### src/udl_pkg.sv
package udl_pkg;
   // Word offsets inside the configuration table
   localparam logic [5:0] W_SUM_LO = 6'h03;
   localparam logic [5:0] W_SUM_HI = 6'h04;
   localparam logic [5:0] W_CSUM = 6'h05;
   localparam logic [5:0] W_MAXP = 6'h07;
   localparam logic [5:0] W_LPROD = 6'h0A;
   localparam logic [5:0] W_LMANU = 6'h0B;
   localparam logic [5:0] W_LSER = 6'h0C;
   localparam logic [5:0] W_STR_LO = 6'h0E;
   localparam logic [5:0] W_LAST = 6'h2C;
   localparam int WORDS = 45;
   localparam logic [6:0] BYTES_MAX = 7'h5A;
   localparam logic [7:0] BLANK_BYTE = 8'hFF;
   localparam logic [7:0] CSUM_BASE = 8'hFF;
   // Remote wake flag position within the high byte of the flag word
   localparam int RWU_POS = 0;
   // Identity words of the built-in table; values are arbitrary
   localparam logic [15:0] ROM_PID = 16'h1234;
   localparam logic [15:0] ROM_VID = 16'hABCD;
   localparam logic [15:0] ROM_NODE0 = 16'h0200;
   localparam logic [15:0] ROM_NODE2 = 16'h0100;
   // Descriptor request types
   localparam logic [7:0] TYPE_CONFIG = 8'h02;
   localparam logic [7:0] TYPE_STRING = 8'h03;
   // Register map, byte addresses
   localparam logic [7:0] ADDR_CTRL = 8'h00;
   localparam logic [7:0] ADDR_STAT = 8'h04;
   localparam logic [7:0] ADDR_CFG = 8'h08;
   localparam logic [7:0] ADDR_SLEN = 8'h0C;
   localparam logic CTRL_EN_RST = 1'b1;
   localparam logic [1:0] RESP_OKAY = 2'b00;
   localparam logic [1:0] RESP_DECERR = 2'b11;
   // Loader states
   typedef enum logic [2:0] {S_WAIT, S_CHECK, S_COPY, S_BUILD, S_READY} udl_state_e;
endpackage : udl_pkg

### src/udl_rom_if.sv
`timescale 1ns/1ps
interface udl_rom_if;
   logic [5:0] idx;
   logic [15:0] word;
   modport rom (input idx, output word);
   modport user (output idx, input word);
endinterface : udl_rom_if

### src/udl_top.sv
`timescale 1ns/1ps
// Function
// Built-in default table is fixed content with no write path.
// Store programmer recomputes checksum over words 03h-04h after ID changes.
// Fall back to built-in table on blank store, bad checksum or first byte FFh.
// Stored words are 16 bits, first byte low, second byte high.
// Remote wake flag in word 05h high byte drives attribute bit D5.
// Self-power strap sampled once at power-on drives attribute bit D6.
// Attribute D7 always one, D4 to D0 always zero.
// Max power from word 07h low byte bus-powered, high byte self-powered.
// Max power counts 2 mA at high speed, 8 mA at SuperSpeed.
// Configuration requests return the assembled attribute and max power fields.
// High bytes of words 0Ah, 0Bh, 0Ch give the three string lengths.
// Store programmer keeps string regions fixed, changing only lengths.
// On losing external power, device status stops showing self-powered.
// After power loss draw stays within reported value, else return to Powered.
// Loaded fields and sampled power mode stay stable until next reset.
module udl_top (
   input wire logic CLK, // 25 MHz core clock
   input wire logic RST, // Async reset, active high
   input wire logic AWVALID, // AXI write address valid
   output logic AWREADY, // AXI write address ready
   input wire logic [7:0] AWADDR, // AXI write address
   input wire logic WVALID, // AXI write data valid
   output logic WREADY, // AXI write data ready
   input wire logic [31:0] WDATA, // AXI write data
   input wire logic [3:0] WSTRB, // AXI byte strobes
   output logic BVALID, // AXI write response valid
   input wire logic BREADY, // AXI write response ready
   output logic [1:0] BRESP, // AXI write response
   input wire logic ARVALID, // AXI read address valid
   output logic ARREADY, // AXI read address ready
   input wire logic [7:0] ARADDR, // AXI read address
   output logic RVALID, // AXI read data valid
   input wire logic RREADY, // AXI read data ready
   output logic [31:0] RDATA, // AXI read data
   output logic [1:0] RRESP, // AXI read response
   input wire logic SELF_POWER_STRAP, // Power mode strap
   input wire logic EXT_POWER_OK, // External supply present
   input wire logic BUS_RUN_OK, // Can run on bus power alone
   input wire logic SUPERSPEED, // Link in SuperSpeed, else high speed
   input wire logic STORE_VALID, // Store byte strobe
   input wire logic [7:0] STORE_BYTE, // Store byte, low byte of a word first
   input wire logic STORE_DONE, // Store read finished
   input wire logic DESC_REQ, // Descriptor request pulse
   input wire logic [7:0] DESC_TYPE, // Descriptor type
   input wire logic [7:0] DESC_INDEX, // Word index for string type
   output logic DESC_ACK, // Answer pulse
   output logic DESC_ERR, // Request refused
   output logic [15:0] DESC_DATA, // Answer word
   output logic [7:0] BM_ATTR, // Reported attributes
   output logic [7:0] MAX_POWER, // Reported max power
   output logic [11:0] DRAW_LIMIT_MA, // Bus current ceiling in mA
   output logic SELF_POWERED_STAT, // Device status self-powered bit
   output logic POWERED_RETURN, // Request return to Powered state
   output logic LOADED // Fields assembled
);
   udl_pkg::udl_state_e state;
   logic [15:0] tbl [0:udl_pkg::WORDS-1];
   logic [6:0] bcnt;
   logic [7:0] sum;
   logic [7:0] first;
   logic [5:0] cidx;
   logic from_ext;
   logic self_mode;
   logic strap_taken;
   logic desc_en;
   logic [7:0] len_prod, len_manu, len_ser;
   logic [7:0] aw_addr;
   logic [31:0] w_data;
   logic [3:0] w_strb;
   logic aw_got, w_got;
   logic [31:0] rd_data;
   logic [1:0] rd_resp;
   logic store_good;
   logic store_take;
   udl_rom_if rom_bus ();

   udl_rom u_rom (
      .port (rom_bus.rom)
   );
   assign rom_bus.idx = cidx;

   // Word index of a string region entry
   function automatic logic is_str(input logic [7:0] i);
      is_str = (i >= {2'b00, udl_pkg::W_STR_LO}) && (i <= {2'b00, udl_pkg::W_LAST});
   endfunction : is_str

   // Bytes past the table end are dropped
   assign store_take = (state == udl_pkg::S_WAIT) && STORE_VALID
      && (bcnt != udl_pkg::BYTES_MAX);

   // A full image, non-blank first byte and matching checksum
   assign store_good = (bcnt == udl_pkg::BYTES_MAX) && (first != udl_pkg::BLANK_BYTE)
      && (8'(udl_pkg::CSUM_BASE - sum) == tbl[udl_pkg::W_CSUM][7:0]);

   // Strap caught once after reset release, never again
   always_ff @(posedge CLK or posedge RST)
   begin
      if (RST)
      begin
         strap_taken <= 1'b0;
         self_mode <= 1'b0;
      end
      else if (!strap_taken)
      begin
         strap_taken <= 1'b1;
         // strap sampled once
         self_mode <= SELF_POWER_STRAP;
      end
   end

   // Byte counter, first byte and checksum sum over the identity words
   always_ff @(posedge CLK or posedge RST)
   begin
      if (RST)
      begin
         bcnt <= 7'h00;
         sum <= 8'h00;
         first <= 8'h00;
      end
      else if (store_take)
      begin
         bcnt <= 7'(bcnt + 7'h01);
         if (bcnt == 7'h00)
            first <= STORE_BYTE;
         if (bcnt[6:1] >= udl_pkg::W_SUM_LO && bcnt[6:1] <= udl_pkg::W_SUM_HI)
            sum <= 8'(sum + STORE_BYTE);
      end
   end

   // Table storage; no reset needed, nothing reads it before it is filled
   always_ff @(posedge CLK)
   begin
      if (store_take)
      begin
         // first byte low, second byte high
         if (bcnt[0])
            tbl[bcnt[6:1]][15:8] <= STORE_BYTE;
         else
            tbl[bcnt[6:1]][7:0] <= STORE_BYTE;
      end
      else if (state == udl_pkg::S_COPY)
         tbl[cidx] <= rom_bus.word;
   end

   // Load sequencer: wait for the store, check it, copy defaults if needed
   always_ff @(posedge CLK or posedge RST)
   begin
      if (RST)
      begin
         state <= udl_pkg::S_WAIT;
         cidx <= 6'h00;
         from_ext <= 1'b0;
      end
      else
      begin
         case (state)
            udl_pkg::S_WAIT:
               if (STORE_DONE)
                  state <= udl_pkg::S_CHECK;
            udl_pkg::S_CHECK:
               // blank, bad checksum or FFh first byte uses defaults
               if (store_good)
               begin
                  from_ext <= 1'b1;
                  state <= udl_pkg::S_BUILD;
               end
               else
               begin
                  cidx <= 6'h00;
                  state <= udl_pkg::S_COPY;
               end
            udl_pkg::S_COPY:
               if (cidx == udl_pkg::W_LAST)
                  state <= udl_pkg::S_BUILD;
               else
                  cidx <= 6'(cidx + 6'h01);
            udl_pkg::S_BUILD:
               state <= udl_pkg::S_READY;
            udl_pkg::S_READY:
               state <= udl_pkg::S_READY;
            default:
               state <= udl_pkg::S_WAIT;
         endcase
      end
   end

   // Assemble the descriptor fields once; they never change afterwards
   always_ff @(posedge CLK or posedge RST)
   begin
      if (RST)
      begin
         BM_ATTR <= 8'h80;
         MAX_POWER <= 8'h00;
         len_prod <= 8'h00;
         len_manu <= 8'h00;
         len_ser <= 8'h00;
         LOADED <= 1'b0;
      end
      // only the single build step writes these
      else if (state == udl_pkg::S_BUILD)
      begin
         // D7 one, D4..D0 zero; R5: wake flag; R6: strap
         BM_ATTR <= {1'b1, self_mode, tbl[udl_pkg::W_CSUM][8 + udl_pkg::RWU_POS], 5'b00000};
         // byte chosen by power mode
         MAX_POWER <= self_mode ? tbl[udl_pkg::W_MAXP][15:8] : tbl[udl_pkg::W_MAXP][7:0];
         // string lengths from high bytes
         len_prod <= tbl[udl_pkg::W_LPROD][15:8];
         len_manu <= tbl[udl_pkg::W_LMANU][15:8];
         len_ser <= tbl[udl_pkg::W_LSER][15:8];
         LOADED <= 1'b1;
      end
   end

   // Power status and current ceiling; the ceiling follows the loaded max power and the live link speed
   always_ff @(posedge CLK or posedge RST)
   begin
      if (RST)
      begin
         SELF_POWERED_STAT <= 1'b0;
         POWERED_RETURN <= 1'b0;
         DRAW_LIMIT_MA <= 12'h000;
      end
      else
      begin
         // losing the supply clears the self-powered status
         SELF_POWERED_STAT <= strap_taken && self_mode && EXT_POWER_OK;
         // cannot run on the bus alone, so go back to Powered
         POWERED_RETURN <= strap_taken && self_mode && !EXT_POWER_OK && !BUS_RUN_OK;
         // 8 mA units at SuperSpeed, 2 mA at high speed
         if (SUPERSPEED)
            DRAW_LIMIT_MA <= {1'b0, MAX_POWER, 3'b000};
         else
            DRAW_LIMIT_MA <= {3'b000, MAX_POWER, 1'b0};
      end
   end

   // Descriptor answers one cycle after each request
   always_ff @(posedge CLK or posedge RST)
   begin
      if (RST)
      begin
         DESC_ACK <= 1'b0;
         DESC_ERR <= 1'b0;
         DESC_DATA <= 16'h0000;
      end
      else
      begin
         DESC_ACK <= DESC_REQ;
         DESC_ERR <= 1'b0;
         DESC_DATA <= 16'h0000;
         if (DESC_REQ)
         begin
            // configuration type returns max power and attributes
            if (!LOADED || !desc_en)
               DESC_ERR <= 1'b1;
            else if (DESC_TYPE == udl_pkg::TYPE_CONFIG)
               DESC_DATA <= {MAX_POWER, BM_ATTR};
            else if (DESC_TYPE == udl_pkg::TYPE_STRING && is_str(DESC_INDEX))
               DESC_DATA <= tbl[DESC_INDEX[5:0]];
            else
               DESC_ERR <= 1'b1;
         end
      end
   end

   // Register read decode; unmapped addresses answer DECERR
   always_comb
   begin
      rd_data = 32'h0000_0000;
      rd_resp = udl_pkg::RESP_OKAY;
      case (ARADDR)
         udl_pkg::ADDR_CTRL: rd_data = {31'h0000_0000, desc_en};
         udl_pkg::ADDR_STAT: rd_data = {26'h000_0000, POWERED_RETURN, SUPERSPEED,
            SELF_POWERED_STAT, self_mode, from_ext, LOADED};
         udl_pkg::ADDR_CFG: rd_data = {16'h0000, MAX_POWER, BM_ATTR};
         udl_pkg::ADDR_SLEN: rd_data = {8'h00, len_ser, len_manu, len_prod};
         default: rd_resp = udl_pkg::RESP_DECERR;
      endcase
   end

   // AXI read channel: one read at a time
   always_ff @(posedge CLK or posedge RST)
   begin
      if (RST)
      begin
         ARREADY <= 1'b1;
         RVALID <= 1'b0;
         RDATA <= 32'h0000_0000;
         RRESP <= udl_pkg::RESP_OKAY;
      end
      else if (ARVALID && ARREADY)
      begin
         ARREADY <= 1'b0;
         RVALID <= 1'b1;
         RDATA <= rd_data;
         RRESP <= rd_resp;
      end
      else if (RVALID && RREADY)
      begin
         ARREADY <= 1'b1;
         RVALID <= 1'b0;
      end
   end

   // AXI write channels, address and data taken in either order
   always_ff @(posedge CLK or posedge RST)
   begin
      if (RST)
      begin
         AWREADY <= 1'b1;
         WREADY <= 1'b1;
         aw_got <= 1'b0;
         w_got <= 1'b0;
         aw_addr <= 8'h00;
         w_data <= 32'h0000_0000;
         w_strb <= 4'h0;
         BVALID <= 1'b0;
         BRESP <= udl_pkg::RESP_OKAY;
      end
      else
      begin
         if (AWVALID && AWREADY)
         begin
            AWREADY <= 1'b0;
            aw_got <= 1'b1;
            aw_addr <= AWADDR;
         end
         if (WVALID && WREADY)
         begin
            WREADY <= 1'b0;
            w_got <= 1'b1;
            w_data <= WDATA;
            w_strb <= WSTRB;
         end
         if (aw_got && w_got && !BVALID)
         begin
            aw_got <= 1'b0;
            w_got <= 1'b0;
            BVALID <= 1'b1;
            // Read-only registers accept and ignore writes
            if (aw_addr == udl_pkg::ADDR_CTRL || aw_addr == udl_pkg::ADDR_STAT
               || aw_addr == udl_pkg::ADDR_CFG || aw_addr == udl_pkg::ADDR_SLEN)
               BRESP <= udl_pkg::RESP_OKAY;
            else
               BRESP <= udl_pkg::RESP_DECERR;
         end
         if (BVALID && BREADY)
         begin
            BVALID <= 1'b0;
            AWREADY <= 1'b1;
            WREADY <= 1'b1;
         end
      end
   end

   // Control register: the only software-writable state
   always_ff @(posedge CLK or posedge RST)
   begin
      if (RST)
         desc_en <= udl_pkg::CTRL_EN_RST;
      // no address reaches the default table
      else if (aw_got && w_got && !BVALID && aw_addr == udl_pkg::ADDR_CTRL && w_strb[0])
         desc_en <= w_data[0];
   end
endmodule : udl_top

### src/udl_rom.sv
`timescale 1ns/1ps
module udl_rom (
   udl_rom_if.rom port // Index in, fixed word out
);
   // Fixed table; there is deliberately no write path into it
   function automatic logic [15:0] rom_word(input logic [5:0] i);
      case (i)
         6'h00: rom_word = udl_pkg::ROM_NODE0;
         6'h02: rom_word = udl_pkg::ROM_NODE2;
         6'h03: rom_word = udl_pkg::ROM_PID;
         6'h04: rom_word = udl_pkg::ROM_VID;
         6'h05: rom_word = 16'h7341;
         6'h06: rom_word = 16'hE000;
         6'h07: rom_word = 16'h013E;
         6'h08: rom_word = 16'h0B80;
         6'h09: rom_word = 16'h0409;
         6'h0A: rom_word = 16'h070E;
         6'h0B: rom_word = 16'h101A;
         6'h0C: rom_word = 16'h0E26;
         6'h0D: rom_word = 16'h162D;
         6'h0E: rom_word = 16'h494E;
         6'h0F: rom_word = 16'h3043;
         6'h10: rom_word = 16'h3030;
         6'h11: rom_word = 16'h0031;
         6'h1A: rom_word = 16'h6547;
         6'h1B: rom_word = 16'h656E;
         6'h1C: rom_word = 16'h6972;
         6'h1D: rom_word = 16'h2063;
         6'h1E: rom_word = 16'h654E;
         6'h1F: rom_word = 16'h2074;
         6'h20: rom_word = 16'h6F43;
         6'h21: rom_word = 16'h7072;
         6'h26, 6'h27, 6'h28, 6'h29, 6'h2A, 6'h2B: rom_word = 16'h3030;
         6'h2C: rom_word = 16'h3130;
         default: rom_word = 16'h0000;
      endcase
   endfunction : rom_word

   // Pure lookup, no state
   always_comb
   begin
      port.word = rom_word(port.idx);
   end
endmodule : udl_rom

### config.mk
export PLATFORM = sky130hd
export DESIGN_NAME = udl_top
export DESIGN_NICKNAME = d
export VERILOG_FILES = /design/src/udl_pkg.sv /design/src/udl_rom_if.sv /design/src/udl_top.sv /design/src/udl_rom.sv
export SDC_FILE = /design/constraint.sdc
export NUM_CORES = 1
export LEC_CHECK = 0
export BUFFER_PORTS_ARGS = -buffer_cell sky130_fd_sc_hd__buf_2
export CAP_MARGIN = 20
export CORE_MARGIN = 4
export CORE_UTILIZATION = 40
export DETAILED_ROUTE_END_ITERATION = 10
export GPL_ROUTABILITY_DRIVEN = 0
export PLACE_DENSITY = 0.64
export RECOVER_POWER = 100
export SYNTH_ARGS = -nofsm -noshare
export SYNTH_HDL_FRONTEND = slang
export SYNTH_HIERARCHICAL = 1
export SYNTH_SLANG_ARGS = --single-unit
### constraint.sdc
create_clock -name CLK -period 15.15 [get_ports CLK]
set_input_delay 3.03 -clock CLK [delete_from_list [all_inputs] [get_ports CLK]]
set_output_delay 3.03 -clock CLK [all_outputs]
set_load 0.03 [all_outputs]
==> results_dict.tcl, run 1 <==
set metrics [dict create \
    min_path_type "flop to flop" \
    worst_pin_slew_ns 4.36 \
    status "complete, but fails checks" \
    ys.flop_type "edfxtp_1" \
    setup.worst_path.start_class "input port" \
    antenna_found_initial 3 \
    clock_path_buffers 3 \
    htree_levels 3 \
    setup_viol 0 \
    ys_types 80 \
    synthTopCellsByCount "736 x edfxtp_1, 176 x nand2_1, 140 x dfrtp_1" \
    reg2reg_depth 9 \
    clk_latency_ns 0.64 \
    dp_hpwl_um 54700 \
    synth-seq-cells 880 \
    start_util_pct 40.6 \
    cp.arrival_ns 8.52 \
    vias_per_cell 5.64 \
    violations "capacitance limit, slew limit" \
    synth_edf_count 736 \
    yosysTopAreaCellShare_pct 60.2 \
    cts.reportedPaths.clkPinSlew_ns 0.06 \
    ant_nets 0 \
    post_cts_resized 0 \
    finClkSkew_ns 0.0233 \
    final_util_pct 45.4 \
    yosysWarnings 6 \
    pin_count 180 \
    path_max_fanout 54 \
    fin_crit_ns 8.04 \
    placed_area_um2 38300 \
    port_buffers 129 \
    die-area_um2 96700 \
    fin_crit_sh_pct 53.1 \
    maxCapViolCount 20 \
    fp.coreArea_um2 90600 \
    power_density_nw_per_um2 160 \
    drc 0 \
    num_vias 20000 \
    grt_max_degree 134 \
    routed_wl_um 87400 \
    syn_area_per_cell_um2 17.1 \
    critPathMaxStageDelay_ns 2.55 \
    row_count 110 \
    syn_to_final_growth_pct 11.9 \
    path_cells "buf_2 -> clkbuf_1 -> nor2b_1 -> a22oi_1 -> o2111ai_1 -> o311a_1 -> o41ai_1" \
    cts-hold-fix-buffers 0 \
    synthArstFlopShare_pct 16.4 \
    vdd_ir_drop_max_v 0.000119 \
    dp_slack_ns 8.49 \
    hold_viol 0 \
    cts_setup_buffers 0 \
    setup_tns_ns 0 \
    routedWlPerCell_um 24.7 \
    ys_seq_area_share_pct 70.0 \
    cts_sinks 880 \
    grt_pass1_wl_um 130000 \
    drt_iter0_markers 1962 \
    r2r_slack_ns 10.25 \
    fin_hold_ws_ns 0.483 \
    layout.nets 2401 \
    fin_ws_ns 7.11 \
    grt_pass1_vias 20500 \
    path_class "input port to flop" \
    die_x_um 311 \
    rsz0062_at_grt "no" \
    grt_use_total_pct 17.7 \
    die_height_um 311 \
    r2r-end "tbl[32][3]" \
    cts_buffers 88 \
    crit_end "DESC_DATA[8]" \
    ys_top_cells_by_area "edfxtp_1 60%, dfrtp_1 9.5%, mux4_2 5.0%" \
    detailedRoute.firstPassIterationCount 6 \
    drive_gt1_share_pct 15.1 \
    synth_most_common_cell "edfxtp_1" \
    syn_area_um2 36700 \
    root_buffer "clkbuf_16" \
    stdcell_area_um2 41100 \
    gr-total-overflow 0 \
    required_ns 15.63 \
    slowest_stage "clkbuf_1" \
    syn_inst 2147 \
    p_leak_nw 14.3 \
    startpoint "DESC_INDEX[3]" \
    tritoncts "yes" \
    yosysTopAreaCell "edfxtp_1" \
    max_freq_mhz 124 \
    end_kind "flop" \
    reg2reg_from "cidx[1]" \
    drv_slew 999 \
    slew_headroom_pct -192 \
]
-- layout make-up --
cell class                 count  area (µm²)
fill                        7721       49500
sequential                   880       25700
multi-input combinational   1122        9960
clock buffer                 116        2480
tap                         1176        1470
timing repair buffer         165         769
clock inverter                47         588
inverter                      29         110
antenna                        2        5.00
-- placed cells by master, fill, tap and decap left out, types with 33 or more instances in the layout --
cell type  synthesis  layout
buf_2             32      37
mux2i_1          105     105
clkbuf_16          0      92
nand2_1          176     176
dfrtp_1          140     140
mux4_2            81      81
mux4_1            64      64
nor2_1           138     138
edfxtp_1         736     736
a21oi_1           42      42
nor2b_1           33      33
o21ai_0           67      67
mux2_2            66      65
clkbuf_1          32     126
-- metrics by stage --
stage               total power, mW  std cells
floorplan                      3.87       2162
global placement               4.27       3364
detailed placement             4.32       3366
global route                   6.80       3535
CTS                            6.58       3529
finish                         6.56       3537
-- cell families after synthesis --
kind of cell	synth area share, %
other cells	0.0204
mux	14.4
xor+xnor	0.477
flops	70.0
compound gates	5.83
fa+ha+maj	0.872
buf+inv	2.76
simple gates	5.60
-- power by group --
part / leakage [nW] / switching [mW] / internal (mW)
logic: 4.25 / 0.806 / 0.307
registers: 8.50 / 0.151 / 3.03
clock network: 1.51 / 0.899 / 1.36
total: 14.3 / 1.86 / 4.70
-- flip-flops by register name, indices dropped and copies added, names as in the netlist, 10 cells and up --
register	count
tbl	736
DESC_DATA	16
RDATA	24
DRAW_LIMIT_MA	10
-- worst max-delay path: cells and delay by family --
family | cells | cell delay, ns
simple gates | 1 | 1.08
compound gates | 4 | 1.65
buf+inv | 2 | 2.63
-- how the worst min path moves through the flow --
stage                     startpoint         to  slack (ns)  cells past startpoint
after floorplan             from_ext   from_ext        0.44                      1
after global placement      RDATA[6]   RDATA[6]        0.47                      2
final                     len_ser[1]  RDATA[17]        0.48                      1
after CTS                 len_ser[7]  RDATA[23]        0.49                      1
after global routing      len_ser[1]  RDATA[17]        0.50                      1
after detailed placement    RDATA[6]   RDATA[6]        0.47                      2
-- routing by layer --
metal | global-route usage (%) | vias up | wire length [µm]
li1 | - | 8749 | -
met1 | 24.1 | 10300 | 36100
met2 | 29.5 | 755 | 42900
met3 | 3.56 | 101 | 6740
met4 | 4.78 | 2 | 1750
met5 | 0 | - | 13
No activity file was read; power rests on OpenSTA's default activity.
==> run 2: changes to the inputs <==
==> constraint.sdc (replaced) <==
create_clock -name CLK -period 8 [get_ports CLK]
set_input_delay 1.6 -clock CLK [delete_from_list [all_inputs] [get_ports CLK]]
set_output_delay 1.6 -clock CLK [all_outputs]
set_load 0.03 [all_outputs]
==> run 2 against run 1 <==
Compared with the run above:
- the flow still finishes with violations (capacitance limit, slew limit)
- hold slack improved by 0.0021 ns
- register-to-register slack lost 7.2 ns
- critical path depth is 1 lower
- routed wire length grew 1.4%
- sequential share of layout area grew 0.086 points
- clock power rose by 88%
- worst setup slack lost 5.0 ns
- design area down 0.14%
- clock-buffer cell count rose by 5
- core utilization decreased by 0.062 points
- non-clock buffer count stayed put
- global-route usage rose by 0.24 points
- critical path type unchanged
- largest cell class unchanged
==> results_dict.tcl, run 2 (same netlist as run 1, synthesis figures left out) <==
set metrics [dict create \
    min_path_type "flop to flop" \
    final_util_pct 45.3 \
    required_ns 8.48 \
    end_kind "flop" \
    setup_viol 0 \
    post_cts_resized 0 \
    reg2reg_depth 9 \
    worst_pin_slew_ns 3.54 \
    drive_gt1_share_pct 15.2 \
    grt_max_degree 103 \
    syn_to_final_growth_pct 11.7 \
    tritoncts "yes" \
    vias_per_cell 5.69 \
    worst_hold_path.endpoint "from_ext" \
    num_vias 20100 \
    reg2reg_from "cidx[1]" \
    cts-hold-fix-buffers 0 \
    gr-total-overflow 0 \
    ant_nets 0 \
    grt_use_total_pct 18.0 \
    setup_tns_ns 0 \
    dp_hpwl_um 55200 \
    reg_top3 "tbl x736, RDATA x24, DESC_DATA x16" \
    die_x_um 311 \
    vdd_ir_drop_max_v 0.000220 \
    drv_slew 1043 \
    drt_iter0_markers 2081 \
    placed_area_um2 38300 \
    port_buffers 129 \
    max_freq_mhz 170 \
    power_density_nw_per_um2 301 \
    cts.reportedPaths.clkPinSlew_ns 0.06 \
    dp_slack_ns 3.01 \
    worstHoldStart "from_ext" \
    fin_crit_sh_pct 73.4 \
    highest_layer "met5" \
    routed_wl_um 88700 \
    fin_crit_ns 5.87 \
    rsz0062_at_grt "no" \
    die-area_um2 96700 \
    fin_ws_ns 2.13 \
    path_class "input port to flop" \
    row_count 110 \
    stdcell_area_um2 41000 \
    pin_count 180 \
    slew_headroom_pct -138 \
    grt_pass1_vias 20400 \
    antenna_found_initial 7 \
    violations "capacitance limit, slew limit" \
    p_leak_nw 14.3 \
    drc 0 \
    p_total_mw 12.4 \
    cts_setup_buffers 0 \
    clk_latency_ns 0.63 \
    root_buffer "clkbuf_16" \
    r2r-end "tbl[28][3]" \
    hold_viol 0 \
    setup.worst_path.start_class "input port" \
    htree_levels 3 \
    fp.coreArea_um2 90600 \
    r2r_slack_ns 3.04 \
    wl_met3_um 7220 \
    start_util_pct 40.6 \
    layout_common_cells "736 x edfxtp_1, 176 x nand2_1, 140 x dfrtp_1, 138 x nor2_1, 123 x clkbuf_1" \
    cts_sinks 880 \
    layout.nets 2401 \
    clock_path_buffers 3 \
    routedWlPerCell_um 25.1 \
    top_register "tbl" \
    final_common_cell "edfxtp_1" \
    cp.arrival_ns 6.35 \
    min_path_cells 1 \
    wl_met2_um 43300 \
    met1_length_um 36400 \
    finClkSkew_ns 0.0192 \
    largest_register_ffs 736 \
    grt_pass1_wl_um 132000 \
    die_height_um 311 \
    detailedRoute.firstPassIterationCount 6 \
    status "complete, but fails checks" \
    cts_buffers 88 \
    maxCapViolCount 20 \
    path_max_fanout 98 \
]
==> run 2: changes by cell type in the layout (fill, tap and decap cells not counted), sizes merged <==
cell	previous run	this run
dlymetal6s2s	1	2
clkinvlp	4	3
clkbuf	231	224
clkinv	28	24
inv	32	31
buf	49	60
bufinv	12	11
==> run 2: cell type report <==
cell class | count | area (µm²)
repair buffers | 165 | 762
multi-input cells | 1122 | 9970
clock inverters | 40 | 537
fillers | 7753 | 49500
flip-flops and latches | 880 | 25700
clock buffers | 121 | 2470
inverters | 29 | 110
diodes | 2 | 5.00
well taps | 1176 | 1470
==> run 2: layer usage <==
layer	vias to the layer above	track usage [%]
met4	8	4.46
met1	10400	24.3
met2	858	29.8
li1	8740	-
met5	-	0
met3	115	4.06
==> run 2: through the flow <==
stage | instances | hold WS, ns
6_report | 3535 | 0.486
5_1_grt | 3533 | 0.506
4_1_cts | 3530 | 0.485
3_5_place_dp | 3369 | 0.471
3_3_place_gp | 3365 | 0.468
2_1_floorplan | 2162 | 0.439
==> run 2: worst max-delay path by stage <==
stage | from | endpoint | slack [ns] | cells after the start
finish | DESC_INDEX[1] | DESC_DATA[6] | 2.13 | 6
global route | DESC_INDEX[1] | DESC_DATA[0] | 1.99 | 7
CTS | DESC_INDEX[0] | DESC_DATA[6] | 3.68 | 7
detailed placement | DESC_INDEX[0] | DESC_DATA[6] | 3.01 | 7
global placement | DESC_INDEX[0] | DESC_DATA[6] | 3.02 | 7
floorplan | RST | BM_ATTR[5] | 2.54 | 1
==> run 2: power by group <==
group	switching, mW	total (mW)	internal (mW)
Clock	1.73	4.26	2.53
Combinational	1.52	2.09	0.572
Sequential	0.288	6.02	5.73
Total	3.53	12.4	8.83
==> run 2: worst max-delay path: stages <==
cell and delay, ns:
clkbuf_2 2.02, buf_4 0.84, mux4_1 0.64, a2111oi_0 0.59, o311a_1 0.41, o41ai_1 0.13
==> run 3: changes to the inputs <==
--- a/config.mk
+++ b/config.mk
@@ -11,7 +11,7 @@
 export CORE_UTILIZATION = 40
 export DETAILED_ROUTE_END_ITERATION = 10
 export GPL_ROUTABILITY_DRIVEN = 0
-export PLACE_DENSITY = 0.64
+export PLACE_DENSITY = 0.66
 export RECOVER_POWER = 100
 export SYNTH_ARGS = -nofsm -noshare
 export SYNTH_HDL_FRONTEND = slang
==> constraint.sdc (replaced) <==
create_clock -name CLK -period 4.77 [get_ports CLK]
set_input_delay 0.954 -clock CLK [delete_from_list [all_inputs] [get_ports CLK]]
set_output_delay 0.954 -clock CLK [all_outputs]
set_load 0.03 [all_outputs]
==> run 3 against run 2 <==
Compared with the run above:
- the flow still finishes with violations (capacitance limit, slew limit)
- critical path depth up 1
- register-to-register slack worse by 2.4 ns
- clock skew up 0.015 ns
- largest power group unchanged
- cell count up 0.88%
- critical path type is now flop to flop
- via count up 0.11%
- largest cell class unchanged
==> results_dict.tcl, run 3 (same netlist as run 1, synthesis figures left out) <==
set metrics [dict create \
    largest_register_ffs 736 \
    dp_hpwl_um 55600 \
    dp_slack_ns 0.880 \
    reg_top3 "tbl x736, RDATA x24, DESC_DATA x16" \
    antenna_found_initial 5 \
    hold_viol 0 \
    r2r-end "tbl[8][1]" \
    drv_slew 53 \
    cts-hold-fix-buffers 0 \
    cts_sinks 880 \
    cts_setup_buffers 0 \
    min_path_cells 1 \
    max_freq_mhz 242 \
    grt_use_total_pct 17.7 \
    grt_pass1_wl_um 130000 \
    drt_iter0_markers 1725 \
    status "complete, but fails checks" \
    start_util_pct 40.6 \
    combPwrFrac_pct 17.7 \
    gr-total-overflow 0 \
    clk_latency_ns 0.64 \
    p_sw_mw 5.89 \
    p_leak_nw 14.3 \
    syn_to_final_growth_pct 11.6 \
    reg2reg_from "state[1]" \
    final_cells 3566 \
    seqPwrFrac_pct 49.7 \
    layout.nets 2431 \
    fin_crit_ns 4.13 \
    fin_ws_ns 0.644 \
    fp.coreArea_um2 90600 \
    detailedRoute.firstPassIterationCount 6 \
    top_register "tbl" \
    port_buffers 129 \
    grt.busiest_layer "met2" \
    final_common_cell "edfxtp_1" \
    n_fill_cell 7749 \
    vias_per_cell 5.65 \
    setup_viol 0 \
    maxCapViolCount 2 \
    root_buffer "clkbuf_16" \
    row_count 110 \
    use_met2_pct 29.6 \
    setup.worst_path.start_class "flop" \
    path_class "flop to flop" \
    required_ns 5.07 \
    path_max_fanout 34 \
    die_height_um 311 \
    htree_levels 3 \
    rsz0062_at_grt "no" \
    num_vias 20100 \
    setup_tns_ns 0 \
    dp.cells 3401 \
    post_cts_resized 0 \
    power_density_nw_per_um2 491 \
    grt_max_degree 145 \
    cp.arrival_ns 4.43 \
    die_x_um 311 \
    p_sw_share_pct 29.3 \
    clock_path_buffers 3 \
    layout_common_cells "736 x edfxtp_1, 176 x nand2_1, 140 x dfrtp_1, 138 x nor2_1, 115 x clkbuf_1" \
    worstHoldStart "DESC_REQ" \
    cts.reportedPaths.clkPinSlew_ns 0.07 \
    finClkSkew_ns 0.0345 \
    pin_count 180 \
    slew_headroom_pct -56.0 \
    worst_hold_path.endpoint "DESC_ACK" \
    ant_nets 0 \
    fin_crit_sh_pct 86.5 \
    worst_pin_slew_ns 2.34 \
    min_path_type "input port to flop" \
    grt_pass1_vias 20500 \
    intPower_mw 14.2 \
    cts_buffers 88 \
    routed_wl_um 87800 \
    reg2reg_depth 7 \
    grt_util_met3_pct 3.73 \
    vdd_ir_drop_max_v 0.000424 \
    drc 0 \
    r2r_slack_ns 0.64 \
    pwr-share-clk_pct 32.6 \
    tritoncts "yes" \
    violations "capacitance limit, slew limit" \
    end_kind "flop" \
    grt_use_met1_pct 23.1 \
    drive_gt1_share_pct 16.4 \
    routedWlPerCell_um 24.6 \
    die-area_um2 96700 \
]
## run 3: area by class of cell
class                           count  area [µm²]  area share, %
Inverter                           29         110          0.269
Sequential cell                   880       25700           62.7
Tap cell                         1176        1470           3.59
Clock buffer                      111        2380           5.81
Antenna cell                        1        2.50        0.00611
Clock inverter                     52         362          0.883
Timing Repair Buffer              195         962           2.35
Multi-Input combinational cell   1122        9970           24.3
## run 3: power by group through the flow
stage	Sequential [mW]	Combinational, mW	Clock [mW]
2_1_floorplan	10.1	2.14	0
3_5_place_dp	10.1	3.63	0
4_1_cts	9.98	3.63	6.68
6_report	10.0	3.55	6.57
5_1_grt	10.1	3.84	7.01
3_3_place_gp	10.1	3.51	0
## run 3: per-stage QoR
stage	hold WS (ns)	util (%)	instance area (µm²)	power [mW]
after global placement	0.468	42.5	38500	13.6
after CTS	0.431	45.6	41300	20.3
after floorplan	0.439	-	36800	12.3
final	0.476	45.2	41000	20.1
after global routing	0.464	45.2	41000	20.9
after detailed placement	0.470	42.5	38500	13.8
## run 3: worst max path at each step
| stage | cells after the start | to | startpoint | slack, ns |
|---|---|---|---|---|
| final | 7 | tbl[8][1] | state[1] | 0.64 |
| after global routing | 7 | tbl[16][3] | state[1] | 0.43 |
| after CTS | 4 | tbl[11][1] | state[1] | 1.10 |
| after detailed placement | 6 | DESC_DATA[8] | DESC_INDEX[0] | 0.88 |
| after global placement | 6 | DESC_DATA[8] | DESC_INDEX[0] | 0.97 |
| after floorplan | 1 | BM_ATTR[5] | RST | 2.01 |
## run 3: metal layers
layer,routed length (µm),part of all wire (%)
met1,35400,40
met2,42800,49
met3,6650,7.6
met4,2960,3.4
met5,55,0.063
## run 3: critical path, stage by stage (launching register included)
cell	delay, ns
dfrtp_1	0.49
nor3b_1	0.25
clkbuf_1	0.99
a21boi_0	0.44
nand2_1	0.73
clkbuf_1	0.48
nor2_1	0.10
clkbuf_1	0.29
